<file path="src/verilog/frame_check_defs.vh">
// Purpose: Shared constants of the frame statistics block
// Assumes: Register index = byte address / 4
// Notes: Definitions only
`ifndef FRAME_CHECK_DEFS_VH
`define FRAME_CHECK_DEFS_VH

// Register indices
`define IDX_RX_OVERSIZE_GOOD_HIGH 16'h40A5
`define IDX_RX_OVERSIZE_GOOD_LOW 16'h40A6
`define IDX_RX_UNDERSIZE_GOOD_HIGH 16'h40A7
`define IDX_RX_UNDERSIZE_GOOD_LOW 16'h40A8
`define IDX_RX_CRC_ERROR_COUNT 16'h40A9
`define IDX_RX_OVERSIZE_ERROR_COUNT 16'h40AA
`define IDX_RX_FRAGMENT_COUNT 16'h40AB
`define IDX_RX_MISSING_DELIM_COUNT 16'h40AC
`define IDX_TX_VALID_HIGH 16'h40AD
`define IDX_TX_VALID_LOW 16'h40AE
`define IDX_TX_OVERSIZE_GOOD_HIGH 16'h40AF
`define IDX_TX_OVERSIZE_GOOD_LOW 16'h40B0
`define IDX_TX_UNDERSIZE_GOOD_HIGH 16'h40B1
`define IDX_TX_UNDERSIZE_GOOD_LOW 16'h40B2
`define IDX_TX_CRC_ERROR_COUNT 16'h40B3
`define IDX_TX_OVERSIZE_ERROR_COUNT 16'h40B4
`define IDX_TX_FRAGMENT_COUNT 16'h40B5
`define IDX_TX_MISSING_DELIM_COUNT 16'h40B6
`define IDX_CHECK_CTRL 16'h40F0
`define IDX_IRQ_STATUS 16'h40F1
`define IDX_IRQ_CLEAR 16'h40F2
`define IDX_IRQ_ENABLE 16'h40F3

// Control fields and resets
`define CTRL_CHECKER_ENABLE_BIT 15
`define CTRL_SOURCE_SELECT_BIT 1
`define CTRL_RESET 16'h0000
`define COUNT_RESET 32'h00000000
`define IRQ_BITS 4

// Frame format, lengths count destination address through FCS
`define LEN_MIN 16'h0040
`define LEN_MAX 16'h05EE
`define PREAMBLE_BYTE 8'h55
`define DELIM_BYTE 8'hD5
`define CRC_POLY 32'hEDB88320
`define CRC_INIT 32'hFFFFFFFF
`define CRC_RESIDUE 32'hDEBB20E3

`endif

</file>
<file path="src/verilog/frame_classifier.v">
// Purpose: Classify one byte-wide frame stream by delimiter, CRC and length
// Assumes: Inputs come from logic on pclk; no synchroniser needed
// Notes: done pulses one cycle; result flags hold and are valid with done
`timescale 1ns/1ns
`include "frame_check_defs.vh"

module frame_classifier (
  input wire pclk,
  input wire presetn,
  input wire enable,
  input wire frame_valid,
  input wire byte_en,
  input wire [7:0] byte_data,
  output reg done,
  output reg crc_good,
  output reg short_frame,
  output reg long_frame,
  output reg no_delim
);
  localparam [1:0] ST_IDLE = 2'h0;
  localparam [1:0] ST_PRE = 2'h1;
  localparam [1:0] ST_BODY = 2'h2;
  localparam [1:0] ST_SKIP = 2'h3;

  reg [1:0] state_q;
  reg armed_q;
  reg [15:0] len_q;
  reg [31:0] crc_q;

  function [31:0] crc_byte;
    input [31:0] c;
    input [7:0] d;
    integer i;
    reg [31:0] r;
    begin
      r = c;
      for (i = 0; i < 8; i = i + 1) begin
        r = (r[0] ^ d[i]) ? ((r >> 1) ^ `CRC_POLY) : (r >> 1);
      end
      crc_byte = r;
    end
  endfunction

  wire starting = (state_q == ST_IDLE);
  wire [1:0] cur = starting ? ST_PRE : state_q;

  always @(posedge pclk or negedge presetn) begin
    if (!presetn) begin
      state_q <= ST_IDLE;
      armed_q <= 1'b0;
      len_q <= 16'h0000;
      crc_q <= `CRC_INIT;
      done <= 1'b0;
      crc_good <= 1'b0;
      short_frame <= 1'b0;
      long_frame <= 1'b0;
      no_delim <= 1'b0;
    end else begin
      done <= 1'b0;
      if (!enable) begin
        // Disabled: abandon frame, wait for a gap before arming again
        state_q <= ST_IDLE;
        armed_q <= 1'b0;
      end else if (!armed_q) begin
        armed_q <= !frame_valid;
      end else if (frame_valid) begin
        if (starting) begin
          len_q <= 16'h0000;
          crc_q <= `CRC_INIT;
        end
        state_q <= cur;
        if (byte_en) begin
          case (cur)
            ST_PRE: begin
              if (byte_data == `DELIM_BYTE) begin
                state_q <= ST_BODY;
              end else if (byte_data != `PREAMBLE_BYTE) begin
                state_q <= ST_SKIP;
              end
            end
            ST_BODY: begin
              // Preamble and delimiter excluded from length
              if (len_q != 16'hFFFF) begin
                len_q <= len_q + 16'h0001;
              end
              crc_q <= crc_byte(crc_q, byte_data);
            end
            ST_SKIP: begin
              state_q <= ST_SKIP;
            end
            default: begin
              state_q <= ST_IDLE;
            end
          endcase
        end
      end else if (!starting) begin
        done <= 1'b1;
        no_delim <= (state_q != ST_BODY);
        crc_good <= (crc_q == `CRC_RESIDUE);
        short_frame <= (len_q < `LEN_MIN);
        long_frame <= (len_q > `LEN_MAX);
        state_q <= ST_IDLE;
      end
    end
  end
endmodule // frame_classifier

</file>
<file path="src/verilog/frame_check_stats.v">
// Purpose: Self-test frame statistics counters behind an APB slave
// Assumes: Frame streams are on pclk; register byte address = index * 4
// Notes: Counters clear on read without losing events
//
// The APB register port was left to the implementer.
`timescale 1ns/1ns
`include "frame_check_defs.vh"

// Operation
// - Count rx good-CRC frames over 1518 bytes, 32 bits in two halves
// - Count rx good-CRC frames under 64 bytes, 32 bits in two halves
// - Count rx bad-CRC frames of 64 to 1518 bytes, 16 bits
// - Count rx bad-CRC frames over 1518 bytes, 16 bits
// - Count rx frames under 64 bytes that have the start delimiter, any CRC, 16 bits
// - Count rx frames missing the start delimiter, 16 bits
// - Count tx good-CRC frames of 64 to 1518 bytes, 32 bits
// - Count tx good-CRC frames over 1518 bytes, 32 bits
// - Count tx good-CRC frames under 64 bytes, 32 bits
// - Count tx bad-CRC frames of 64 to 1518 bytes, 16 bits
// - Count tx bad-CRC frames over 1518 bytes, 16 bits
// - Count tx frames under 64 bytes that have the start delimiter, any CRC, 16 bits
// - Count tx frames missing the start delimiter, 16 bits
// - Checkers and counters run only while control bit 15 is one
// - Control bit picks generator or MAC data for the tx checker
module frame_check_stats (
  input wire pclk,
  input wire presetn,
  input wire psel,
  input wire penable,
  input wire pwrite,
  input wire [17:0] paddr,
  input wire [31:0] pwdata,
  output reg [31:0] prdata,
  output reg pready,
  output reg pslverr,
  output reg irq,
  input wire rx_frame_valid,
  input wire rx_byte_en,
  input wire [7:0] rx_byte,
  input wire gen_frame_valid,
  input wire gen_byte_en,
  input wire [7:0] gen_byte,
  input wire mac_frame_valid,
  input wire mac_byte_en,
  input wire [7:0] mac_byte
);
  localparam NUM_CNT = 13;
  // Counters 0,1,6,7,8 are 32 bits wide, the rest 16
  localparam [NUM_CNT-1:0] WIDE = 13'h01C3;

  reg [15:0] ctrl_q;
  reg [`IRQ_BITS-1:0] status_q;
  reg [`IRQ_BITS-1:0] irq_en_q;
  reg [15:0] snap_q;

  wire checker_enable = ctrl_q[`CTRL_CHECKER_ENABLE_BIT];
  wire tx_checker_source_select = ctrl_q[`CTRL_SOURCE_SELECT_BIT];

  // Tx source: 1 selects generator frames, 0 the MAC transmit data
  wire tx_valid_in = tx_checker_source_select ? gen_frame_valid : mac_frame_valid;
  wire tx_en_in = tx_checker_source_select ? gen_byte_en : mac_byte_en;
  wire [7:0] tx_byte_in = tx_checker_source_select ? gen_byte : mac_byte;

  wire r_done, r_good, r_short, r_long, r_nodelim;
  wire t_done, t_good, t_short, t_long, t_nodelim;

  frame_classifier rx_chk (
    .pclk(pclk),
    .presetn(presetn),
    .enable(checker_enable),
    .frame_valid(rx_frame_valid),
    .byte_en(rx_byte_en),
    .byte_data(rx_byte),
    .done(r_done),
    .crc_good(r_good),
    .short_frame(r_short),
    .long_frame(r_long),
    .no_delim(r_nodelim)
  );

  frame_classifier tx_chk (
    .pclk(pclk),
    .presetn(presetn),
    .enable(checker_enable),
    .frame_valid(tx_valid_in),
    .byte_en(tx_en_in),
    .byte_data(tx_byte_in),
    .done(t_done),
    .crc_good(t_good),
    .short_frame(t_short),
    .long_frame(t_long),
    .no_delim(t_nodelim)
  );

  // Frames without a delimiter count only as missing-delimiter
  wire rv = r_done & ~r_nodelim;
  wire tv = t_done & ~t_nodelim;
  wire r_mid = ~r_short & ~r_long;
  wire t_mid = ~t_short & ~t_long;

  wire [NUM_CNT-1:0] inc;
  assign inc[0] = rv & r_good & r_long;
  assign inc[1] = rv & r_good & r_short;
  assign inc[2] = rv & ~r_good & r_mid;
  assign inc[3] = rv & ~r_good & r_long;
  assign inc[4] = rv & r_short;
  assign inc[5] = r_done & r_nodelim;
  assign inc[6] = tv & t_good & t_mid;
  assign inc[7] = tv & t_good & t_long;
  assign inc[8] = tv & t_good & t_short;
  assign inc[9] = tv & ~t_good & t_mid;
  assign inc[10] = tv & ~t_good & t_long;
  assign inc[11] = tv & t_short;
  assign inc[12] = t_done & t_nodelim;

  // Address decode
  wire [15:0] idx = paddr[17:2];
  reg [3:0] m_cnt;
  reg m_hi;
  reg m_hit_cnt;
  reg m_hit_reg;

  always @* begin
    m_cnt = 4'h0;
    m_hi = 1'b0;
    m_hit_cnt = 1'b1;
    m_hit_reg = 1'b0;
    case (idx)
      `IDX_RX_OVERSIZE_GOOD_HIGH: begin
        m_cnt = 4'h0;
        m_hi = 1'b1;
      end
      `IDX_RX_OVERSIZE_GOOD_LOW: m_cnt = 4'h0;
      `IDX_RX_UNDERSIZE_GOOD_HIGH: begin
        m_cnt = 4'h1;
        m_hi = 1'b1;
      end
      `IDX_RX_UNDERSIZE_GOOD_LOW: m_cnt = 4'h1;
      `IDX_RX_CRC_ERROR_COUNT: m_cnt = 4'h2;
      `IDX_RX_OVERSIZE_ERROR_COUNT: m_cnt = 4'h3;
      `IDX_RX_FRAGMENT_COUNT: m_cnt = 4'h4;
      `IDX_RX_MISSING_DELIM_COUNT: m_cnt = 4'h5;
      `IDX_TX_VALID_HIGH: begin
        m_cnt = 4'h6;
        m_hi = 1'b1;
      end
      `IDX_TX_VALID_LOW: m_cnt = 4'h6;
      `IDX_TX_OVERSIZE_GOOD_HIGH: begin
        m_cnt = 4'h7;
        m_hi = 1'b1;
      end
      `IDX_TX_OVERSIZE_GOOD_LOW: m_cnt = 4'h7;
      `IDX_TX_UNDERSIZE_GOOD_HIGH: begin
        m_cnt = 4'h8;
        m_hi = 1'b1;
      end
      `IDX_TX_UNDERSIZE_GOOD_LOW: m_cnt = 4'h8;
      `IDX_TX_CRC_ERROR_COUNT: m_cnt = 4'h9;
      `IDX_TX_OVERSIZE_ERROR_COUNT: m_cnt = 4'hA;
      `IDX_TX_FRAGMENT_COUNT: m_cnt = 4'hB;
      `IDX_TX_MISSING_DELIM_COUNT: m_cnt = 4'hC;
      `IDX_CHECK_CTRL, `IDX_IRQ_STATUS, `IDX_IRQ_CLEAR, `IDX_IRQ_ENABLE: begin
        m_hit_cnt = 1'b0;
        m_hit_reg = 1'b1;
      end
      default: m_hit_cnt = 1'b0;
    endcase
  end

  wire setup = psel & ~penable;
  wire access = psel & penable & pready;
  wire rd_take = access & ~pwrite & m_hit_cnt;
  wire wr_take = access & pwrite;

  // Counter bank
  wire [NUM_CNT*32-1:0] cnt_flat;
  genvar g;
  generate
    for (g = 0; g < NUM_CNT; g = g + 1) begin : cnt_gen
      reg [31:0] val_q;
      wire clr = rd_take & ({28'h0000000, m_cnt} == g);
      // Subtract the value shown, so events after the snapshot survive
      wire [15:0] hi_clr = val_q[31:16] - snap_q;
      wire [15:0] lo_clr = val_q[15:0] - snap_q;
      wire [31:0] base = !clr ? val_q : (m_hi ? {hi_clr, val_q[15:0]} : {val_q[31:16], lo_clr});
      wire [31:0] mask = WIDE[g] ? 32'hFFFFFFFF : 32'h0000FFFF;
      wire [31:0] val_d = (base + {31'h00000000, inc[g]}) & mask;
      always @(posedge pclk or negedge presetn) begin
        if (!presetn) begin
          val_q <= `COUNT_RESET;
        end else begin
          val_q <= val_d;
        end
      end
      assign cnt_flat[g*32 +: 32] = val_q;
    end
  endgenerate

  // Named views of the counter bank
  wire [31:0] rx_oversize_good_count = cnt_flat[31:0];
  wire [31:0] rx_undersize_good_count = cnt_flat[63:32];
  wire [15:0] rx_crc_error_tally = cnt_flat[79:64];
  wire [15:0] rx_oversize_error_tally = cnt_flat[111:96];
  wire [15:0] rx_fragment_tally = cnt_flat[143:128];
  wire [15:0] rx_missing_delim_tally = cnt_flat[175:160];
  wire [31:0] tx_valid_count = cnt_flat[223:192];
  wire [31:0] tx_oversize_good_count = cnt_flat[255:224];
  wire [31:0] tx_undersize_good_count = cnt_flat[287:256];
  wire [15:0] tx_crc_error_tally = cnt_flat[303:288];
  wire [15:0] tx_oversize_error_tally = cnt_flat[335:320];
  wire [15:0] tx_fragment_tally = cnt_flat[367:352];
  wire [15:0] tx_missing_delim_tally = cnt_flat[399:384];

  reg [31:0] rd_val;
  always @* begin
    rd_val = 32'h00000000;
    case (idx)
      `IDX_RX_OVERSIZE_GOOD_HIGH: rd_val = {16'h0000, rx_oversize_good_count[31:16]};
      `IDX_RX_OVERSIZE_GOOD_LOW: rd_val = {16'h0000, rx_oversize_good_count[15:0]};
      `IDX_RX_UNDERSIZE_GOOD_HIGH: rd_val = {16'h0000, rx_undersize_good_count[31:16]};
      `IDX_RX_UNDERSIZE_GOOD_LOW: rd_val = {16'h0000, rx_undersize_good_count[15:0]};
      `IDX_RX_CRC_ERROR_COUNT: rd_val = {16'h0000, rx_crc_error_tally};
      `IDX_RX_OVERSIZE_ERROR_COUNT: rd_val = {16'h0000, rx_oversize_error_tally};
      `IDX_RX_FRAGMENT_COUNT: rd_val = {16'h0000, rx_fragment_tally};
      `IDX_RX_MISSING_DELIM_COUNT: rd_val = {16'h0000, rx_missing_delim_tally};
      `IDX_TX_VALID_HIGH: rd_val = {16'h0000, tx_valid_count[31:16]};
      `IDX_TX_VALID_LOW: rd_val = {16'h0000, tx_valid_count[15:0]};
      `IDX_TX_OVERSIZE_GOOD_HIGH: rd_val = {16'h0000, tx_oversize_good_count[31:16]};
      `IDX_TX_OVERSIZE_GOOD_LOW: rd_val = {16'h0000, tx_oversize_good_count[15:0]};
      `IDX_TX_UNDERSIZE_GOOD_HIGH: rd_val = {16'h0000, tx_undersize_good_count[31:16]};
      `IDX_TX_UNDERSIZE_GOOD_LOW: rd_val = {16'h0000, tx_undersize_good_count[15:0]};
      `IDX_TX_CRC_ERROR_COUNT: rd_val = {16'h0000, tx_crc_error_tally};
      `IDX_TX_OVERSIZE_ERROR_COUNT: rd_val = {16'h0000, tx_oversize_error_tally};
      `IDX_TX_FRAGMENT_COUNT: rd_val = {16'h0000, tx_fragment_tally};
      `IDX_TX_MISSING_DELIM_COUNT: rd_val = {16'h0000, tx_missing_delim_tally};
      `IDX_CHECK_CTRL: rd_val = {16'h0000, ctrl_q};
      `IDX_IRQ_STATUS: rd_val = {28'h0000000, status_q};
      `IDX_IRQ_CLEAR: rd_val = 32'h00000000;
      `IDX_IRQ_ENABLE: rd_val = {28'h0000000, irq_en_q};
      default: rd_val = 32'h00000000;
    endcase
  end

  // Events: 0 rx frame, 1 tx frame, 2 rx error, 3 tx error
  wire rx_frame_event = r_done;
  wire tx_frame_event = t_done;
  wire rx_error_event = r_done & (r_nodelim | ~r_good);
  wire tx_error_event = t_done & (t_nodelim | ~t_good);
  wire [`IRQ_BITS-1:0] ev = {tx_error_event, rx_error_event, tx_frame_event, rx_frame_event};
  wire [`IRQ_BITS-1:0] clr_bits = (wr_take && idx == `IDX_IRQ_CLEAR) ?
                                  pwdata[`IRQ_BITS-1:0] : 4'h0;

  reg [15:0] ctrl_d;
  reg [`IRQ_BITS-1:0] irq_en_d;
  reg [`IRQ_BITS-1:0] status_d;
  always @* begin
    ctrl_d = ctrl_q;
    irq_en_d = irq_en_q;
    if (wr_take && idx == `IDX_CHECK_CTRL) begin
      ctrl_d = pwdata[15:0];
    end
    if (wr_take && idx == `IDX_IRQ_ENABLE) begin
      irq_en_d = pwdata[`IRQ_BITS-1:0];
    end
    // Set wins over a clear in the same cycle
    status_d = (status_q & ~clr_bits) | ev;
  end

  // Bus slave: answer prepared in setup, pready high for the one access cycle
  always @(posedge pclk or negedge presetn) begin
    if (!presetn) begin
      prdata <= 32'h00000000;
      pready <= 1'b0;
      pslverr <= 1'b0;
      snap_q <= 16'h0000;
    end else begin
      pready <= setup;
      pslverr <= setup & ~(m_hit_cnt | m_hit_reg);
      if (setup && !pwrite) begin
        prdata <= rd_val;
        // Shown half kept so the clear spares events that arrive meanwhile
        snap_q <= rd_val[15:0];
      end
    end
  end

  // Control, enable and sticky status; irq trails status by one cycle
  always @(posedge pclk or negedge presetn) begin
    if (!presetn) begin
      ctrl_q <= `CTRL_RESET;
      irq_en_q <= 4'h0;
      status_q <= 4'h0;
      irq <= 1'b0;
    end else begin
      ctrl_q <= ctrl_d;
      irq_en_q <= irq_en_d;
      status_q <= status_d;
      irq <= |(status_q & irq_en_q);
    end
  end
endmodule // frame_check_stats

</file>
<file path="config.mk">
export PLATFORM = sky130hd
export DESIGN_NAME = frame_check_stats
export DESIGN_NICKNAME = d
export VERILOG_FILES = /design/src/verilog/frame_classifier.v /design/src/verilog/frame_check_stats.v
export VERILOG_INCLUDE_DIRS = /design/src /design/src/verilog
export SDC_FILE = /design/constraint.sdc
export NUM_CORES = 2
export LEC_CHECK = 0
export ABC_CLOCK_PERIOD_IN_PS = 6000
export BUFFER_PORTS_ARGS = -buffer_cell sky130_fd_sc_hd__buf_2
export CORE_MARGIN = 3
export CORE_UTILIZATION = 63
export CTS_CLUSTER_SIZE = 16
export DETAILED_ROUTE_END_ITERATION = 6
export GPL_TIMING_DRIVEN = 0
export PLACE_DENSITY = 0.77
export SLEW_MARGIN = 20
export SYNTH_ARGS = -nofsm -noshare
export SYNTH_HDL_FRONTEND = slang
export SYNTH_SLANG_ARGS = --single-unit
</file>
<file path="constraint.sdc">
create_clock -name pclk -period 6 [get_ports pclk]
set_input_delay 0 -clock pclk [delete_from_list [all_inputs] [get_ports pclk]]
set_output_delay 0 -clock pclk [all_outputs]
set_load 0.01 [all_outputs]
</file>
**Word level (Yosys, flattened, before mapping)**

Index checks and enable logic that the tools add are counted.
W data, S select, Z words.

- Add/subtract/negate cells: 33
- $mul: 0
- Div/mod/pow operators: 0
- Magnitude comparators: 4
- Equality and inequality tests: 54
- Shifts and indexed selects: 0
- Multiplexer cells: 95
- Bitwise operators: 97
- Reductions and logical operators: 24

Operators by type and width:

| cell | number |
|---|---|
| $mux W32 | 32 |
| $mux W16 | 24 |
| $eq A16 B15 Y1 const B | 22 |
| $pmux W16 S21 | 1 |
| $sub A16 B16 Y16 | 18 |
| $not A13 Y14 | 16 |
| $add A32 B1 Y32 | 5 |
| $add A16 B1 Y16 | 8 |
| $eq A32 B32 Y1 const B | 2 |
| $pmux W4 S12 | 1 |
| $and A1 B1 Y1 | 43 |
| $add A16 B1 Y16 const B | 2 |
| $gt A16 B11 Y1 const B | 2 |
| $lt A16 B7 Y1 const B | 2 |
| $mux W2 | 16 |
| $ne A16 B16 Y1 const B | 2 |
| $eq A4 B4 Y1 const B | 5 |
| $reduce_or A18 Y1 | 1 |
| $mux W1 | 17 |
| $eq A4 B3 Y1 const B | 4 |
| $eq A8 B8 Y1 const B | 2 |
| $ne A8 B7 Y1 const B | 2 |
| $xor A1 B1 Y1 | 16 |
| $not A1 Y1 | 15 |
| other kinds (25) | 49 |

- Flip-flop bits (word level): 475
- Latch bits: 0
- RAM bits: 0
- Bits in read-only memories: 0
- Input bits: 85
- Output and inout port bits: 35
- Logic and storage cells: 346
- Memories kept: 0

**Logic depth before layout (Yosys ltp)**

- Depth after elaboration: 19
- Mapped depth: 23
- Depth with buffers taken out: 19

**Hierarchy**

From an unflattened synthesis, not the netlist that was laid out.

- Cell total of the unflattened synthesis: 5003
- Area, all modules: 42090.4 sq um

Modules (own cells, without submodules):

| module | instances | cells each | area each (sq um) | seq. area each (sq um) |
|---|---|---|---|---|
| frame_check_stats | 1 | 4329 | 35409.0 | 8282.9 |
| frame_classifier | 2 | 337 | 3340.7 | 1441.4 |

**Worst setup path after synthesis**

Ideal clock, no wire load.

- Path kind: register to register
- Start: register, netlist name prdata[1]
- End: register cnt_gen[7].val_q[28]
- Setup time: 0.125 ns
- Data arrival time: 4.714 ns
- Required time: 5.875 ns
- Setup slack: 1.161 ns
- Cell stages (with the launch flop): 16
- Path buffers: 1
- Clock period less this slack: 4.839 ns
- Cells stage by stage: dfrtp_1 inv_1 ha_1 nor2b_1 o21a_1 o21a_1 o31ai_1 a211oi_1 or4_1 and3_1 o21ai_1 nand3b_1 clkbuf_1 nor3_1 xnor2_1 mux2_2

RTL lines:

| element | line | RTL |
|---|---|---|
| to (signal assigned) | frame_check_stats.v:190 | `` val_q <= `COUNT_RESET; `` |
| to (signal assigned) | frame_check_stats.v:192 | `val_q <= val_d;` |
| to (decl) | frame_check_stats.v:180 | `reg [31:0] val_q;` |

**Worst setup path in the final report**

- Start: input port paddr[3]
- End: register cnt_gen[0].val_q[25]

- Word-level cells in the longest chain between the ends: 7
- Elaborated cells on any way between the ends: 33
- Those cells by class: add/sub: 1; eq/ne: 18; mux: 5; bitwise: 2; reduce/logical: 7

Ends and longest elaborated chain:

| element | line | RTL |
|---|---|---|
| from (decl) | frame_check_stats.v:31 | `input wire [17:0] paddr,` |
| $eq A16 B15 Y1 | frame_check_stats.v:128 | `case (idx)` |
| $reduce_or A2 Y1 (no line) or $reduce_or A18 Y1 (tied branches) | - |  |
| $pmux W4 S12 or $mux W1 (tied branches) | frame_check_stats.v:128 |  |
| $logic_not A4 Y1 or $and A1 B1 Y1 (tied branches) | frame_check_stats.v:181, frame_check_stats.v:172 |  |
| $and A1 B1 Y1 | frame_check_stats.v:181 | `wire clr = rd_take & ({28'h0000000, m_cnt} == g);` |
| $mux W32 * | frame_check_stats.v:185 | `wire [31:0] base = !clr ? val_q : (m_hi ? {hi_clr, val_q[15:0]} : {val_q[31:16], lo_clr});` |
| $add A32 B1 Y32 * | frame_check_stats.v:187 | `wire [31:0] val_d = (base + {31'h00000000, inc[g]}) & mask;` |
| named net cnt_gen[0].val_d[25] | frame_check_stats.v:187 |  |
| to (signal assigned) | frame_check_stats.v:190 |  |
| to (signal assigned) | frame_check_stats.v:192 |  |
| to (decl) | frame_check_stats.v:180 |  |

The timed path passes the listed nets; every way through them passes the cells marked *.
A chain may end at the register's enable or synchronous reset.

==> metrics.md <==
| Metric | Value |
|---|---|
| Status | `finished, violations left` |
| Failing checks | `design-rule violations` |
| Seq cells post-synth | `443` |
| Synth unique cells | `100` |
| CP max-delay cell | `clkbuf_1` |
| Avg WL per Cell | `23.8 um` |
| Clock Tree Buf Depth | `3` |
| Area growth syn-to-layout | `10.7%` |
| Avg Inst Size Synth | `8.37 um2` |
| ANT nets after route | `0` |
| Die area | `67,800 um2` |
| Placed cell areas | `about 43,000 um2` |
| YS warnings | `0` |
| Worst Setup SP | `paddr[3]` |
| CP max stage delay | `0.74 ns` |
| Hold crit path type | `in2reg` |
| Setup violators final | `0` |
| Reg2reg path depth | `16` |
| Placed cells | `5,835` |
| Largest net degree at the start of global routing | `90` |
| Mapped Cells | `4,870` |
| Most frequent cells in the layout | `nor2_1, nand2_1, xnor2_1, a21oi_1, dfrtp_1` |
| DP HPWL | `between 100 and 150 mm` |
| Worst IR Drop VDD | `230 uV` |
| Critical path peak fanout | `10` |
| CORE AREA | `63,500 um2` |
| Clk Latency, worst-skew pair | `0.66 ns` |
| Setup ws final | `slightly below 0.5 ns` |
| Num Clock Sinks | `443` |
| RSZ-0062 raised after global routing | `no` |
| Asr flop ratio synth | `1.00` |
| Initial Util | `0.642` |
| Comb power frac | `0.063` |
| Most common cell after layout, fill and taps aside | `nor2_1` |
| CTS tree | `yes` |
| Maximum clock rate | `about 0.18 GHz` |
| Top_reg_cell synth | `dfrtp_1` |
| Clock network fraction of total power | `0.503` |
| Tmin final | `5.51 ns` |
| Vias | `39,700` |
| DRT Pass-1 Iters | `7` |
| Post-Syn Area | `between 40,000 and 50,000 um2` |
| Floorplan row count | `92` |
| Final std cells w/o fill | `approximately 6,000` |
| Sequential share of power | `0.433` |
| Worst Setup EP | `cnt_gen[0].val_q[25]` |
| Internal Pwr Total | `5190 uW` |
| Data required, critical path | `6.57 ns` |
| Share of cells above drive strength 1 | `0.0835` |
| Post-CTS setup buffers | `0` |
| Final nets | `5,486` |
| Die H | `260 um` |
| First-pass GRT wire length | `217 mm` |
| R2r endpoint | `cnt_gen[7].val_q[28]` |
| GR Util All Layers | `0.411` |
| Final Hold Vio Count | `0` |
| Min Hold Slack | `0.0187 ns` |
| Port bufs | `81` |
| Relative slew margins | `0.201` |
| Crit path DAT | `6.07 ns` |
| Slew @ Worst Pin | `1.19 ns` |
| Drt drc | `1` |
| Filler instances | `around 5,100` |
| Overflow after GRT | `0` |
| Final period util | `0.918` |
| PD cells | `~150 nW/um2` |
| Post-route cell area | `45,100 um2` |
| Switching Share | `0.251` |
| Number of I/O pins | `120` |
| Cell mode on critical path | `clkbuf_1` |
| WS Path Type | `in2reg` |
| Maxcap violations | `0` |
| Root Buffer | `clkbuf_16` |
| H-tree depth | `2` |
| CTS buffer count | `53` |
| Chip width | `260 um` |
| Gpl congestion | `1.04` |
| Crit end category | `flop` |
| Total wire length | `142 mm` |
| Setup TNS | `0 ns` |
| Post-synthesis sequential area ratio | `0.274` |
| Reg2reg start | `pready` |
| Via count of the first global-routing pass | `between 30,000 and 40,000` |
| Reg2Reg Setup Slack | `0.56 ns` |
| Crit path cell chain | `clkbuf_1, nand2b_1, clkbuf_1, or2_2, clkbuf_1, a31oi_1, nor2_2, nand2_1, buf_2, o21ai_0, ha_1, and3_1, nand4_1, nor3_1, mux2i_1, nor4_1, nor3b_1, nor4b_1, xnor2_1` |
| Worst-path clk slew | `0.06 ns` |
| Clk_skew | `about 0.045 ns` |
| Initial antenna violation count | `3` |
| Crit start category | `input pin` |
| Post-placement setup slack | `-0.106 ns` |
| Via density | `approximately 6.6` |
| Pleak | `0.0188 uW` |
| Starting DRT DRC Count | `4,368` |
| Max Slew Vio Count | `0` |
| Switching power | `about 1700 uW` |
| Post-synth EDFFs | `0` |
-- repair_timing --
action | 4_1_cts | 5_1_grt
setup endpoints to repair | 0 | 2
endpoints found under the hold margin | 311 | 0
hold buffers | 39 | 0
resized for setup | 0 | 1
-- worst min path at each step --
stage	from	depth (start not counted)	endpoint
floorplan	presetn	0	cnt_gen[0].val_q[0]
global placement	pwdata[14]	2	ctrl_q[14]
detailed placement	presetn	1	cnt_gen[7].val_q[6]
CTS	pwrite	6	status_q[1]
global route	mac_byte[6]	5	tx_chk.state_q[0]
finish	mac_byte[6]	5	tx_chk.state_q[0]
-- worst max-delay path, delay by kind of cell --
kind                       cells  cell delay, ns
adders and majority gates      1            0.27
AOI/OAI and AO/OA              2            0.64
buffers and inverters          4            1.67
muxes                          1            0.15
and+or+nand+nor               10            3.15
xor gates and xnor gates       1            0.17
-- cell usage after synthesis, types with 83 or more instances --
cell type / count / share of area
dfrtp_1: 379 / 0.23
a21oi_1: 384 / 0.047
ha_1: 300 / 0.092
o21ai_0: 259 / 0.032
nand3_1: 176 / 0.022
nand2_1: 432 / 0.040
inv_1: 125 / 0.012
nor3_1: 124 / 0.015
nor2_1: 449 / 0.041
and3_1: 83 / 0.013
a21o_1: 87 / 0.016
mux2i_1: 109 / 0.027
clkbuf_1: 117 / 0.011
xor2_1: 259 / 0.056
nand4_1: 87 / 0.013
xnor2_1: 420 / 0.090
-- power groups by stage --
stage | logic, uW | registers, uW | clock network, uW
after floorplan | 248 | 3060 | 0
after CTS | 434 | 3000 | 3500
after detailed placement | 412 | 3060 | 0
after global placement | 398 | 3060 | 0
final | 440 | 3000 | 3490
after global routing | 475 | 3000 | 3600
-- stage by stage --
step	power (uW)	utilization
final	6940	0.710
after CTS	6940	0.710
after global placement	3460	0.666
after floorplan	3300	-
after detailed placement	3470	0.674
after global routing	7080	0.710
-- layout make-up --
type,count,area [um2],share of cell area
antenna,4,10.0,0.000222
buffer,156,666,0.0148
clock buffer,71,1500,0.0333
clock inverter,28,353,0.00782
inverter,125,472,0.0105
multi-input combinational,4161,28600,0.634
sequential,443,11200,0.248
tap,846,1060,0.0235
timing repair buffer,143,1300,0.0288
-- kinds of logic (layout without fill, tap and decap cells) --
family / after synthesis / after routing / synth area share
and+or+nand+nor: 1760 / 1760 / 0.217
AOI/OAI and AO/OA: 1237 / 1237 / 0.195
xor gates and xnor gates: 681 / 681 / 0.147
DFF: 443 / 443 / 0.274
adders and majority gates: 318 / 318 / 0.101
buffers and inverters: 281 / 523 / 0.0278
muxes: 149 / 149 / 0.0378
other: 1 / 20 / 0.0000920
-- registers in the layout, indices dropped and copies added (netlist names), 2 cells and up --
signal          cells
rx_chk.len_q       16
rx_chk.crc_q       32
tx_chk.crc_q       32
tx_chk.state_q      2
rx_chk.state_q      2
tx_chk.len_q       16
cnt_gen.val_q     288
ctrl_q             16
status_q            4
prdata             16
irq_en_q            4
-- routing by layer --
metal | GRT usage | share of wire | routed length (um) | up-vias
met4 | 0.252 | 0.075 | 10600 | 2
li1 | - | - | - | 18100
met5 | 0 | 0.000077 | 11 | -
met1 | 0.546 | 0.40 | 56900 | 19000
met2 | 0.628 | 0.43 | 60900 | 2105
met3 | 0.0698 | 0.097 | 13800 | 492
No activity file was read; power rests on OpenSTA's default activity.
